## config.mk

```make
export PLATFORM = sky130hd
export DESIGN_NAME = startup_config_regs
export DESIGN_NICKNAME = d
export VERILOG_FILES = /design/src/verilog/startup_config_regs.v /design/src/verilog/startup_field_decode.v
export VERILOG_INCLUDE_DIRS = /design/src /design/src/verilog
export SDC_FILE = /design/constraint.sdc
export NUM_CORES = 1
export LEC_CHECK = 0
export ABC_CLOCK_PERIOD_IN_PS = 2820
export BUFFER_PORTS_ARGS = -buffer_cell sky130_fd_sc_hd__buf_2
export CAP_MARGIN = 20
export CORE_MARGIN = 2
export CORE_UTILIZATION = 50
export DETAILED_ROUTE_END_ITERATION = 12
export MAX_ROUTING_LAYER = met4
export PLACE_DENSITY = 0.84
export REMOVE_ABC_BUFFERS = 1
export SYNTH_ARGS = -nofsm -noshare
export SYNTH_HDL_FRONTEND = slang
export SYNTH_HIERARCHICAL = 1
export SYNTH_SLANG_ARGS = --single-unit
```

## constraint.sdc

```tcl
create_clock -name clk -period 2.82 [get_ports clk]
set_input_delay 0.564 -clock clk [delete_from_list [all_inputs] [get_ports clk]]
set_output_delay 0.564 -clock clk [all_outputs]
set_load 0.02 [all_outputs]
```

## src/verilog/startup_map.vh

```
/*
  startup register map: offsets, field positions, reset values and
  decode constants for the two motor startup settings registers.
  assumes: included by the register bank and its field decoder only.
*/
`ifndef STARTUP_MAP_VH
`define STARTUP_MAP_VH

// ----------------------------------------------------------------
// register offsets and reset values
// ----------------------------------------------------------------
`define STARTUP_ONE_OFFSET      8'h84
`define STARTUP_TWO_OFFSET      8'h86
`define STARTUP_ONE_RESET       32'h00000000
`define STARTUP_TWO_RESET       32'h00000000

// ----------------------------------------------------------------
// startup_settings_one field positions
// ----------------------------------------------------------------
`define METHOD_HI               30
`define METHOD_LO               29
`define ALIGN_CAP_HI            20
`define ALIGN_CAP_LO            17
`define PROBE_CLK_HI            16
`define PROBE_CLK_LO            14
`define PROBE_THR_HI            13
`define PROBE_THR_LO            9
`define RESERVED_ONE_BIT        8
`define PROBE_ANGLE_HI          7
`define PROBE_ANGLE_LO          6
`define PROBE_REPEAT_HI         5
`define PROBE_REPEAT_LO         4
`define LIMIT_SRC_BIT           3
`define RAMPDOWN_BIT            2
`define BRAKE_BIT               1
`define REVERSE_SEL_BIT         0

// ----------------------------------------------------------------
// startup_settings_two field positions
// ----------------------------------------------------------------
`define OL_CAP_HI               30
`define OL_CAP_LO               27
`define ACC_LIN_HI              26
`define ACC_LIN_LO              23
`define ACC_SQ_HI               22
`define ACC_SQ_LO               19
`define HANDOFF_AUTO_BIT        18

// ----------------------------------------------------------------
// decode constants
// ----------------------------------------------------------------
`define METHOD_PROBE            2'h2
`define PROBE_THR_LAST_VALID    5'h0F
`define ACC_LIN_UNDEFINED       4'hA
`define ANGLE_STEP_DEG          7'h1E

`endif

```

## src/verilog/startup_config_regs.v

```verilog
/*
  motor startup configuration register bank: two 32-bit settings
  registers with a simple strobe port, plus decoded settings toward
  the startup and open-loop control logic.
  assumes: single clock, synchronous reset, master never issues read
  and write in the same cycle, reads are answered the following cycle.
*/
`timescale 1ns/10ps
`include "startup_map.vh"

// Function
// RQ1 - bits 20:17 of register one hold align/slow-cycle current cap, 5..95 %.
// RQ2 - bits 16:14 select probe clock rate, 50 Hz up to 10000 Hz.
// RQ3 - bits 13:9 set probe current threshold; codes above Fh invalid.
// RQ4 - bits 7:6 select advance angle 0, 30, 60, 90 degrees.
// RQ5 - bits 5:4 give probe run count, one to four averaged.
// RQ6 - bit 3 picks dedicated open-loop cap or general cap.
// RQ7 - bit 2 enables quadrature current ramp-down at loop handoff.
// RQ8 - bit 1 enables active braking during deceleration.
// RQ9 - bit 0 selects forward or reverse open-loop parameter set.
// RQ10 - register two sits at 86h and resets to zero.
// RQ11 - bits 30:27 of register two hold open-loop current cap.
// RQ12 - bits 26:23 hold linear acceleration code; Ah undocumented.
// RQ13 - bits 22:19 hold square acceleration code, 0 to 10000.
// RQ14 - bit 18 enables automatic open-to-closed loop handoff.
// RQ15 - register one sits at 84h and resets to zero.
// RQ16 - bits 30:29 of register one select startup method.
// RQ17 - every bit reads back as written, zero until written.

module startup_config_regs (
  input  wire        clk,
  input  wire        rst,
  // register port
  input  wire [7:0]  addr,
  input  wire [31:0] wdata,
  input  wire        wr_en,
  input  wire        rd_en,
  output reg  [31:0] rdata,
  output reg         rd_err,
  // general cap and reverse-drive set from neighbouring registers
  input  wire [3:0]  general_current_cap,
  input  wire [3:0]  reverse_ol_cap_code,
  input  wire [3:0]  reverse_accel_linear_coeff,
  input  wire [3:0]  reverse_accel_square_coeff,
  // decoded settings to the control core
  output wire [1:0]  startup_method_select,
  output wire        initial_position_detection,
  output wire [9:0]  align_slow_cycle_current_cap,
  output wire [13:0] position_probe_clock_rate,
  output wire [9:0]  position_probe_current_threshold,
  output wire        probe_threshold_valid,
  output wire [6:0]  position_probe_advance_angle,
  output wire [2:0]  position_probe_repeat_count,
  output wire        open_loop_limit_source_select,
  output reg  [3:0]  open_loop_current_cap,
  output wire [9:0]  open_loop_cap_permille,
  output wire        quadrature_current_rampdown_enable,
  output wire        active_brake_enable,
  output wire        reverse_drive_param_select,
  output reg  [3:0]  open_loop_accel_linear_coeff,
  output reg  [3:0]  open_loop_accel_square_coeff,
  output wire        accel_linear_undefined,
  output wire        auto_handoff_enable
);

  // ----------------------------------------------------------------
  // storage
  // ----------------------------------------------------------------
  reg  [31:0] settings_one_r;
  reg  [31:0] settings_two_r;
  reg  [3:0]  cap_sel_code;
  wire        hit_one;
  wire        hit_two;

  // address decode, exact offsets only
  assign hit_one = (addr == `STARTUP_ONE_OFFSET);  // RQ15
  assign hit_two = (addr == `STARTUP_TWO_OFFSET);  // RQ10

  // ----------------------------------------------------------------
  // register writes
  // ----------------------------------------------------------------

  // whole word stored, reserved bits included so they read back
  always @(posedge clk) begin
    if (rst) begin
      settings_one_r <= `STARTUP_ONE_RESET;  // RQ15
      settings_two_r <= `STARTUP_TWO_RESET;  // RQ10
    end else if (wr_en) begin
      if (hit_one) begin
        settings_one_r <= wdata;  // RQ17
      end
      if (hit_two) begin
        settings_two_r <= wdata;  // RQ17
      end
    end
  end

  // ----------------------------------------------------------------
  // register reads
  // ----------------------------------------------------------------

  // data valid only in the cycle after the strobe; unmapped reads zero
  always @(posedge clk) begin
    if (rst) begin
      rdata  <= 32'h00000000;
      rd_err <= 1'b0;
    end else if (rd_en) begin
      rd_err <= ~(hit_one | hit_two);
      if (hit_one) begin
        rdata <= settings_one_r;  // RQ17
      end else if (hit_two) begin
        rdata <= settings_two_r;  // RQ17
      end else begin
        rdata <= 32'h00000000;
      end
    end else begin
      rdata  <= 32'h00000000;
      rd_err <= 1'b0;
    end
  end

  // ----------------------------------------------------------------
  // direct control bits
  // ----------------------------------------------------------------
  assign startup_method_select =
    settings_one_r[`METHOD_HI:`METHOD_LO];  // RQ16
  assign initial_position_detection =
    (startup_method_select == `METHOD_PROBE);  // RQ16
  assign open_loop_limit_source_select =
    settings_one_r[`LIMIT_SRC_BIT];  // RQ6
  assign quadrature_current_rampdown_enable =
    settings_one_r[`RAMPDOWN_BIT];  // RQ7
  assign active_brake_enable =
    settings_one_r[`BRAKE_BIT];  // RQ8
  assign reverse_drive_param_select =
    settings_one_r[`REVERSE_SEL_BIT];  // RQ9
  assign auto_handoff_enable =
    settings_two_r[`HANDOFF_AUTO_BIT];  // RQ14

  // ----------------------------------------------------------------
  // open-loop parameter selection
  // ----------------------------------------------------------------

  // reverse set replaces current and both coefficients together
  always @* begin
    if (reverse_drive_param_select) begin  // RQ9
      cap_sel_code                 = reverse_ol_cap_code;
      open_loop_accel_linear_coeff = reverse_accel_linear_coeff;
      open_loop_accel_square_coeff = reverse_accel_square_coeff;
    end else begin
      cap_sel_code                 = settings_two_r[`OL_CAP_HI:`OL_CAP_LO];  // RQ11
      open_loop_accel_linear_coeff = settings_two_r[`ACC_LIN_HI:`ACC_LIN_LO];  // RQ12
      open_loop_accel_square_coeff = settings_two_r[`ACC_SQ_HI:`ACC_SQ_LO];  // RQ13
    end
  end

  // general cap wins over the dedicated one when the source bit is set
  always @* begin
    if (open_loop_limit_source_select) begin  // RQ6
      open_loop_current_cap = general_current_cap;
    end else begin
      open_loop_current_cap = cap_sel_code;
    end
  end

  // code Ah of the linear table has no value; flag it for the core
  assign accel_linear_undefined =
    (open_loop_accel_linear_coeff == `ACC_LIN_UNDEFINED);  // RQ12

  // ----------------------------------------------------------------
  // field decode
  // ----------------------------------------------------------------
  startup_field_decode u_decode (
    .align_cap_code     (settings_one_r[`ALIGN_CAP_HI:`ALIGN_CAP_LO]),
    .ol_cap_code        (open_loop_current_cap),
    .probe_clk_code     (settings_one_r[`PROBE_CLK_HI:`PROBE_CLK_LO]),
    .probe_thr_code     (settings_one_r[`PROBE_THR_HI:`PROBE_THR_LO]),
    .probe_angle_code   (settings_one_r[`PROBE_ANGLE_HI:`PROBE_ANGLE_LO]),
    .probe_repeat_code  (settings_one_r[`PROBE_REPEAT_HI:`PROBE_REPEAT_LO]),
    .align_cap_permille (align_slow_cycle_current_cap),
    .ol_cap_permille    (open_loop_cap_permille),
    .probe_clk_hz       (position_probe_clock_rate),
    .probe_thr_permille (position_probe_current_threshold),
    .probe_thr_valid    (probe_threshold_valid),
    .probe_angle_deg    (position_probe_advance_angle),
    .probe_runs         (position_probe_repeat_count)
  );

endmodule

```

## src/verilog/startup_field_decode.v

```verilog
/*
  field decoder: turns the raw startup codes into engineering values
  (tenths of a percent, hertz, degrees, run count) for the control core.
  assumes: codes come from the register bank flip-flops, except the open-loop cap code, picked by the source and reverse selects.
*/
`timescale 1ns/10ps
`include "startup_map.vh"

module startup_field_decode (
  input  wire [3:0]  align_cap_code,
  input  wire [3:0]  ol_cap_code,
  input  wire [2:0]  probe_clk_code,
  input  wire [4:0]  probe_thr_code,
  input  wire [1:0]  probe_angle_code,
  input  wire [1:0]  probe_repeat_code,
  output wire [9:0]  align_cap_permille,
  output wire [9:0]  ol_cap_permille,
  output reg  [13:0] probe_clk_hz,
  output reg  [9:0]  probe_thr_permille,
  output wire        probe_thr_valid,
  output wire [6:0]  probe_angle_deg,
  output wire [2:0]  probe_runs
);

  // percent table shared by both current caps, so it is a function
  function [9:0] cap_permille;
    input [3:0] code;
    begin
      case (code)
        4'h0: cap_permille = 10'h032;  // 5 %
        4'h1: cap_permille = 10'h064;
        4'h2: cap_permille = 10'h096;
        4'h3: cap_permille = 10'h0C8;
        4'h4: cap_permille = 10'h0FA;
        4'h5: cap_permille = 10'h12C;
        4'h6: cap_permille = 10'h190;  // 40 %
        4'h7: cap_permille = 10'h1F4;
        4'h8: cap_permille = 10'h258;
        4'h9: cap_permille = 10'h28A;  // 65 %
        4'hA: cap_permille = 10'h2BC;
        4'hB: cap_permille = 10'h2EE;
        4'hC: cap_permille = 10'h320;
        4'hD: cap_permille = 10'h352;
        4'hE: cap_permille = 10'h384;
        default: cap_permille = 10'h3B6;  // 95 %
      endcase
    end
  endfunction

  assign align_cap_permille = cap_permille(align_cap_code);  // RQ1
  assign ol_cap_permille    = cap_permille(ol_cap_code);     // RQ11

  // probe clock rate table
  always @* begin
    case (probe_clk_code)  // RQ2
      3'h0: probe_clk_hz = 14'h0032;
      3'h1: probe_clk_hz = 14'h0064;
      3'h2: probe_clk_hz = 14'h00FA;
      3'h3: probe_clk_hz = 14'h01F4;
      3'h4: probe_clk_hz = 14'h03E8;
      3'h5: probe_clk_hz = 14'h07D0;
      3'h6: probe_clk_hz = 14'h1388;
      default: probe_clk_hz = 14'h2710;
    endcase
  end

  // probe threshold; upper half codes have no meaning, flagged invalid
  always @* begin
    case (probe_thr_code)  // RQ3
      5'h00: probe_thr_permille = 10'h019;
      5'h01: probe_thr_permille = 10'h032;
      5'h02: probe_thr_permille = 10'h04B;
      5'h03: probe_thr_permille = 10'h064;
      5'h04: probe_thr_permille = 10'h07D;
      5'h05: probe_thr_permille = 10'h096;
      5'h06: probe_thr_permille = 10'h0C8;
      5'h07: probe_thr_permille = 10'h0FA;
      5'h08: probe_thr_permille = 10'h12C;
      5'h09: probe_thr_permille = 10'h16F;  // 36.67 % rounded
      5'h0A: probe_thr_permille = 10'h190;
      5'h0B: probe_thr_permille = 10'h1D3;
      5'h0C: probe_thr_permille = 10'h215;
      5'h0D: probe_thr_permille = 10'h258;
      5'h0E: probe_thr_permille = 10'h29B;
      5'h0F: probe_thr_permille = 10'h2D0;  // 72 %
      default: probe_thr_permille = 10'h000;
    endcase
  end

  assign probe_thr_valid = (probe_thr_code <= `PROBE_THR_LAST_VALID);  // RQ3

  // 30 degree steps, repeat code plus one runs
  assign probe_angle_deg = `ANGLE_STEP_DEG * {5'h00, probe_angle_code};  // RQ4
  assign probe_runs      = {1'b0, probe_repeat_code} + 3'h1;             // RQ5

endmodule

```

---- Word level (Yosys, flattened, before mapping) ----
Memory sizes are Yosys's and may differ from the RTL's. A register that Yosys moved wholly into a read port is not among the register bits.
Cells that the tools add are included.
Widths: inputs -> output; s select.
operators by class
  equality and inequality tests ........... 10
  shifts and indexed selects .............. 0
  divide/modulo/power cells ............... 0
  reductions and logical operators ........ 4
  bitwise logic cells ..................... 3
  order comparisons ....................... 1
  add/sub/neg operators ................... 1
  muxes and demuxes ....................... 12
  multipliers ............................. 1
operator list
  operator             count
  $pmux 14 s7          1
  $mux 32              2
  $mux 4               8
  $eq 8x8->1 const B   2
  $mux 10              1
  $eq 3x3->1 const B   3
  $eq 3x2->1 const B   2
  $mul 4x2->6 const A  1
  $le 5x4->1 const B   1
  $eq 4x4->1 const B   1
  $reduce_and 2->1     2
  $add 2x1->3 const B  1
  $eq 3x1->1 const B   1
  $logic_not 3->1      1
  $eq 2x2->1 const B   1
  $not 1->1            2
  $reduce_or 2->1      1
  $or 1x1->1           1
storage, ports and cells
  register bits after elaboration ......... 97
  memory bits (read-only) ................. 448
  RAM bits ................................ 0
  output and inout bits ................... 109
  memories ................................ 3
  input port bits ......................... 60
  bits in latches ......................... 0
  word-level logic and storage cells ...... 39
memory list
  name              depth  width  rd ports  clocked after memory_dff  wr ports  RTL line                   RTL
  (name not given)  16     10     1         1                         0         startup_field_decode.v:69  case (probe_thr_code)
  (name not given)  16     9      1         0                         0         startup_field_decode.v:29  case (code)
  (name not given)  16     9      1         1                         0         startup_field_decode.v:29

---- Longest topological paths before layout ----
Gate-level depths: netlist of run 1.
  word-level depth ........................ 4
  depth in mapped cells ................... 8
  mapped depth without buffers ............ 7

---- By module ----
Netlist of run 1, hierarchy kept.
by module, submodules not included
  module                area an instance (sq um)  cells each  times used  seq. area each (sq um)
  startup_config_regs   4025.1                    377         1           1941.9
  startup_field_decode  1061.0                    159         1           0.0

---- Worst setup path after synthesis of run 1 ----
OpenSTA, ideal clock, no wires.
  path kind ............................... register -> output
  from .................................... register settings_one_r[0]
  to ...................................... output open_loop_cap_permille[5]
  arrival ................................. 2954 ps
  buffers on the path ..................... 1
  slack ................................... -698 ps
  data required time ...................... 2256 ps
  stages on the path, launching flop included .. 9
  path through ............................ dfxtp_1 > buf_2 > mux2i_1 > o21ai_0 > inv_1 > ha_1 > mux2i_1 > nor2_1 > a21oi_1
on the way
  longest elaborated chain between the ends .. 3
ends and longest elaborated chain
  element                       RTL line                   RTL
  start: declaration            startup_config_regs.v:69   reg [31:0] settings_one_r;
  start signal: assignment      startup_config_regs.v:86   settings_one_r <= `STARTUP_ONE_RESET;
  start signal: assignment      startup_config_regs.v:90   settings_one_r <= wdata;
  $mux 4                        startup_config_regs.v:146  if (reverse_drive_param_select) begin
  $mux 4                        startup_config_regs.v:159  if (open_loop_limit_source_select) begin
  net open_loop_current_cap[0]  startup_config_regs.v:55   output reg [3:0] open_loop_current_cap,
  $mem_v2 16x9                  -
  end: declaration              startup_config_regs.v:56   output wire [9:0] open_loop_cap_permille,
The timed path passes the listed nets, and every way through them passes these cells.

---- Worst setup path after layout of run 1 ----
  from .................................... register settings_one_r[0]
  to ...................................... output open_loop_cap_permille[5]
on the way
  longest elaborated chain between the ends .. 3
ends and longest elaborated chain
  element       RTL line
  $mux 4        startup_config_regs.v:146
  $mux 4        startup_config_regs.v:159
  $mem_v2 16x9  -
Every way passes these cells.

==> impl_metrics.json, run 1 <==
{
  "status": "finished clean",
  "drtAntennaViolNets": 0,
  "finalSetupTns_ns": 0,
  "layout_setup_ws_ns": 0.180,
  "dp_hpwl_um": 8400,
  "cts-root-buf": "clkbuf_8",
  "dpl_worst_slack_ns": 0.265,
  "hold_end": "rd_err",
  "finalHoldViolCount": 0,
  "cts_sinks": 97,
  "cts_tree": "yes",
  "cp.arrival_ns": 2.08,
  "die_h_um": 105,
  "reg2regPathDepth": 2,
  "yosys.area.top_type_share_pct": 38.2,
  "wire_per_inst_um": 14.3,
  "die_w_um": 105,
  "antenna_found_initial": 0,
  "dieArea_mm2": 0.0110,
  "netlist_top_cells_area": "dfxtp_1, mux2i_1, nand2b_1, ha_1, nor2_1",
  "io_pins": 169,
  "r2r_setup_slack_ns": 1.80,
  "period_minus_slack_ns": 2.64,
  "maxCapViolCount": 0,
  "hp-class": "in2reg",
  "avgSynthCellArea_um2": 9.49,
  "overflow": 0,
  "fmax_ghz": 0.379,
  "yosysMostFrequentCell": "mux2i_1",
  "stdcell_count": 816,
  "drt-initial-drc-count": 132,
  "hp-start": "rd_en",
  "grt_max_degree": 66,
  "p_per_area_mw_per_mm2": 414,
  "area_growth_pct": 20.8,
  "grt_use_total_pct": 22.2,
  "ir_drop_v": 0.000259,
  "r2r-start": "settings_one_r[12]",
  "setup_violations": 0,
  "start_util_pct": 51.8,
  "via_per_inst": 5.14,
  "rows": 36,
  "ys_ff_latch": 97,
  "synth_enable_flop_cells": 0,
  "worstPathCellList": "mux2i_1 -> o21ai_1 -> inv_1 -> ha_1 -> mux2i_1 -> nor2_1 -> a21oi_1 -> buf_2",
  "cp_slowest_cell": "dfxtp_4",
  "ys.flop_type": "dfxtp_1",
  "max_stage_delay_ns": 0.40,
  "relSlewSlack_pct": 59.8,
  "rsz0062_at_grt": "no",
  "hold_path_depth": 3,
  "netlist.top_cell.by_area": "dfxtp_1",
  "yosysWarningCount": 6,
  "h-tree-depth": 3,
  "crit_start": "settings_one_r[0]",
  "totalPowerFinal_mw": 2.54,
  "gp_congestion": 0.871,
  "post-route-drc-count": 0,
  "criticalPathCategory": "reg2out",
  "grt_pass1_vias": 4252,
  "skew_ns": 0.00957,
  "cts_buffer_depth": 2,
  "antenna_cells": 0,
  "path_max_fanout": 8,
  "syn_area_mm2": 0.00509,
  "post-route-period-util_pct": 93.6,
  "syn_inst": 536,
  "whs_ns": 0.444,
  "synth_top_cells_by_count": "mux2i_1, nand2b_1, dfxtp_1",
  "fin_nets": 760,
  "grt_pass1_wl_um": 19500,
  "vias": 4191,
  "worst_pin_slew_ns": 0.603,
  "p_leak_nw": 3.20,
  "crit_top_cell": "mux2i_1",
  "wirelength_um": 11700,
  "dp_cells": 800,
  "dr.pass1.iters": 4,
  "crit_buf_inv": 2,
  "r2r_end": "rdata[12]",
  "holdBufCountCts": 0,
  "async_flop_share_pct": 0,
  "critical-path-top-delay-family": "flip-flops",
  "crit_required_ns": 2.26,
  "clk_latency_ns": 0.37,
  "cp-end-kind": "output pin",
  "synth_cell_types": 48,
  "cts_made_buffers": 9,
  "critPathLaunchType": "flop",
  "finalMaxSlewViolations": 0,
  "drive_gt1_share_pct": 30.2,
  "core_area_mm2": 0.00982,
  "yosysSeqAreaShare_pct": 38.2,
  "portBuffers": 163,
  "clk_pin_slew_ns": 0.09
}
placed cells by master, fill, tap and decap left out, types with 5 or more instances in the layout:
cell and count:
a21oi_1 16, buf_2 163, buf_4 12, clkbuf_8 10
conb_1 5, dfxtp_1 95, ha_1 22, inv_1 14
mux2_2 8, mux2i_1 105, nand2_1 12, nand2b_1 103
nor2_1 47, nor2b_1 5, o21ai_0 10, o21ai_1 8
worst register-to-register path, cell delays in order (launching register included):
cell and delay (ns):
dfxtp_1 0.69, mux2i_1 0.16, nor2_1 0.12
power by group:
group / internal [mW] / switching [mW] / leakage (nW) / total (mW)
Combinational: 0.0747 / 0.0732 / 2.30 / 0.148
Sequential: 1.37 / 0.00153 / 0.782 / 1.37
Clock: 0.531 / 0.493 / 0.111 / 1.02
layout make-up:
cell class,instances,area (um2)
clock buffer,11,141
multi-input combinational,381,2850
clock inverter,5,85.1
fill,867,3680
inverter,14,52.6
sequential,97,1950
tap,133,166
timing repair buffer,175,906
kinds of logic (layout without fill, tap and decap cells):
kind of cell	after synthesis	after routing	synth area share, %
DFF	97	97	38.2
muxes	113	113	22.4
and+or+nand+nor	186	186	21.1
buffers and inverters	62	205	6.17
adders and majority gates	22	22	5.41
AOI/OAI and AO/OA	51	51	5.98
xor gates and xnor gates	4	4	0.689
other	1	5	0.0737
timing repair:
item	CTS	global route
endpoints found under the setup margin	3	1
setup buffers	0	0
gates resized for setup	2	3
endpoints found under the hold margin	0	0
through the flow:
stage,util (%),instance area [um2]
final,62.6,6140
after detailed placement,60.2,5910
after CTS,62.6,6140
after floorplan,-,4840
after global routing,62.6,6140
after global placement,60.2,5910
worst max path at each step:
stage	end	cells after the start
2_1_floorplan	open_loop_cap_permille[5]	5
3_3_place_gp	open_loop_cap_permille[5]	9
3_5_place_dp	open_loop_cap_permille[5]	8
4_1_cts	open_loop_cap_permille[5]	8
5_1_grt	position_probe_current_threshold[5]	6
6_report	open_loop_cap_permille[5]	8
per-layer routing:
| metal | GRT usage (%) | up-vias | wire, um |
|---|---|---|---|
| met4 | 9.71 | 0 | 259 |
| li1 | - | 2058 | - |
| met3 | 3.81 | 27 | 615 |
| met2 | 38.2 | 138 | 5810 |
| met1 | 25.3 | 1968 | 5010 |
| met5 | - | - | 0 |
registers in the layout (all words and copies together) (netlist names):
register        count
rd_err              1
settings_one_r     32
settings_two_r     32
rdata              32
(Power assumes the default switching activity.)
==> run 2, diff against run 1 <==
CORE_MARGIN = not set   (was 2)
==> run 2 against run 1 <==
Non-clock buffer count increased by 2. Combinational power about the same. Global-route usage increased by 0.18 points. Clock skew about the same. Via count decreased by 0.84%. Critical path depth unchanged. Worst hold slack improved by 0.0040 ns. Sequential cell count unchanged. Cell area decreased by 0.10%. First-iteration DRC count decreased by 17%. Critical endpoint is now open_loop_cap_permille[6].
==> impl_metrics.json, run 2 (synthesis gave the netlist of run 1 again) <==
{
  "status": "finished clean",
  "num-fill-cells": 857,
  "vias": 4156,
  "finalMaxSlewViolations": 0,
  "finalHoldViolCount": 0,
  "hold_path_depth": 3,
  "mostFrequentLayoutCell": "buf_2",
  "whs_ns": 0.448,
  "grt_pass1_vias": 3941,
  "critical-path-top-delay-family": "buffers and inverters",
  "rows": 36,
  "cp_slowest_cell": "dfxtp_4",
  "cp-end-kind": "output pin",
  "dieArea_mm2": 0.0106,
  "ctsResizeCount": 1,
  "setup_violations": 0,
  "start_util_pct": 51.8,
  "path_max_fanout": 17,
  "post-route-drc-count": 0,
  "maxCapViolCount": 0,
  "relSlewSlack_pct": 60.5,
  "antenna_found_initial": 1,
  "hp-start": "rd_en",
  "area_growth_pct": 20.7,
  "cts-root-buf": "clkbuf_8",
  "grt_max_degree": 50,
  "cts_tree": "yes",
  "ir_drop_v": 0.000210,
  "worst_pin_slew_ns": 0.592,
  "drive_gt1_share_pct": 30.5,
  "wire_per_inst_um": 14.2,
  "p_leak_nw": 3.19,
  "portBuffers": 163,
  "criticalPathCategory": "reg2out",
  "clk_pin_slew_ns": 0.10,
  "die_w_um": 103,
  "crit_start": "settings_one_r[0]",
  "period_minus_slack_ns": 2.63,
  "gp_congestion": 0.872,
  "skew_ns": 0.00938,
  "finalSetupTns_ns": 0,
  "core_area_mm2": 0.00982,
  "hp-class": "in2reg",
  "overflow": 0,
  "dr.pass1.iters": 5,
  "rsz0062_at_grt": "no",
  "crit_required_ns": 2.26,
  "post-route-period-util_pct": 93.2,
  "dp_cells": 802,
  "reg2regPathDepth": 2,
  "dp_hpwl_um": 8380,
  "max_stage_delay_ns": 0.44,
  "h-tree-depth": 3,
  "worstPathCellList": "buf_4 -> mux2i_1 -> o21ai_0 -> buf_4 -> or3_1 -> o21ai_0 -> a21oi_1 -> buf_2",
  "die_h_um": 103,
  "grt_pass1_wl_um": 18000,
  "drtAntennaViolNets": 0,
  "fmax_ghz": 0.380,
  "post_cts_buffers": 0,
  "cts_made_buffers": 9,
  "grt_use_total_pct": 22.4,
  "p_per_area_mw_per_mm2": 399,
  "clk_latency_ns": 0.35,
  "crit_buf_inv": 3,
  "path_depth": 8,
  "wirelength_um": 11600,
  "via_per_inst": 5.07,
  "cts_buffer_depth": 2,
  "holdBufCountCts": 0,
  "cts_sinks": 97,
  "stdcell_count": 819,
  "drt-initial-drc-count": 109,
  "mostFrequentLayoutCells": "buf_2, mux2i_1, nand2b_1",
  "reg.largest.list": "rdata (32), settings_one_r (32), settings_two_r (32)",
  "r2r-start": "settings_one_r[12]",
  "fin_nets": 762,
  "cp.arrival_ns": 2.06,
  "critPathLaunchType": "flop",
  "io_pins": 169
}
run 2: layer usage:
layer / global-route usage [%] / vias to the layer above / wire length [um] / share of wire (%)
met3: 3.59 / 15 / 551 / 4.7
met4: 7.26 / 0 / 187 / 1.6
met5: - / - / 0 / 0
li1: - / 2063 / - / -
met1: 24.8 / 1944 / 5030 / 43
met2: 40.8 / 134 / 5850 / 50
run 2: report_power, final:
group / internal, mW / switching, mW / leakage [nW]
clock network: 0.418 / 0.509 / 0.0925
registers: 1.37 / 0.00160 / 0.782
logic: 0.0753 / 0.0739 / 2.31
run 2: area by class of cell:
class | count | area, um2 | share of cell area [%]
Antenna cell | 1 | 2.50 | 0.0408
Clock buffer | 9 | 124 | 2.02
Clock inverter | 7 | 78.8 | 1.28
Inverter | 14 | 52.6 | 0.856
Multi-Input combinational cell | 381 | 2850 | 46.4
Sequential cell | 97 | 1950 | 31.7
Tap cell | 133 | 166 | 2.71
Timing Repair Buffer | 177 | 921 | 15.0
run 2: final timing paths:
check	end	slack [ns]
worst max-delay path	open_loop_cap_permille[6]	0.19
worst min register to register	settings_one_r[28]	0.48
worst max register to register	rdata[12]	1.80
worst min-delay path	rd_err	0.45
run 2: metrics by stage:
step	area, um2	util [%]	power (mW)	worst slack [ns]
2_1_floorplan	4840	-	1.47	-1.04
3_3_place_gp	5930	60.4	1.55	0.385
3_5_place_dp	5930	60.4	1.55	0.300
4_1_cts	6130	62.4	2.47	0.0710
5_1_grt	6140	62.5	2.54	0.00864
6_report	6140	62.5	2.45	0.192
run 2: worst reg2reg max path: stages (launching register included):
cell and delay (ns):
dfxtp_1 0.69, mux2i_1 0.15, nor2_1 0.13
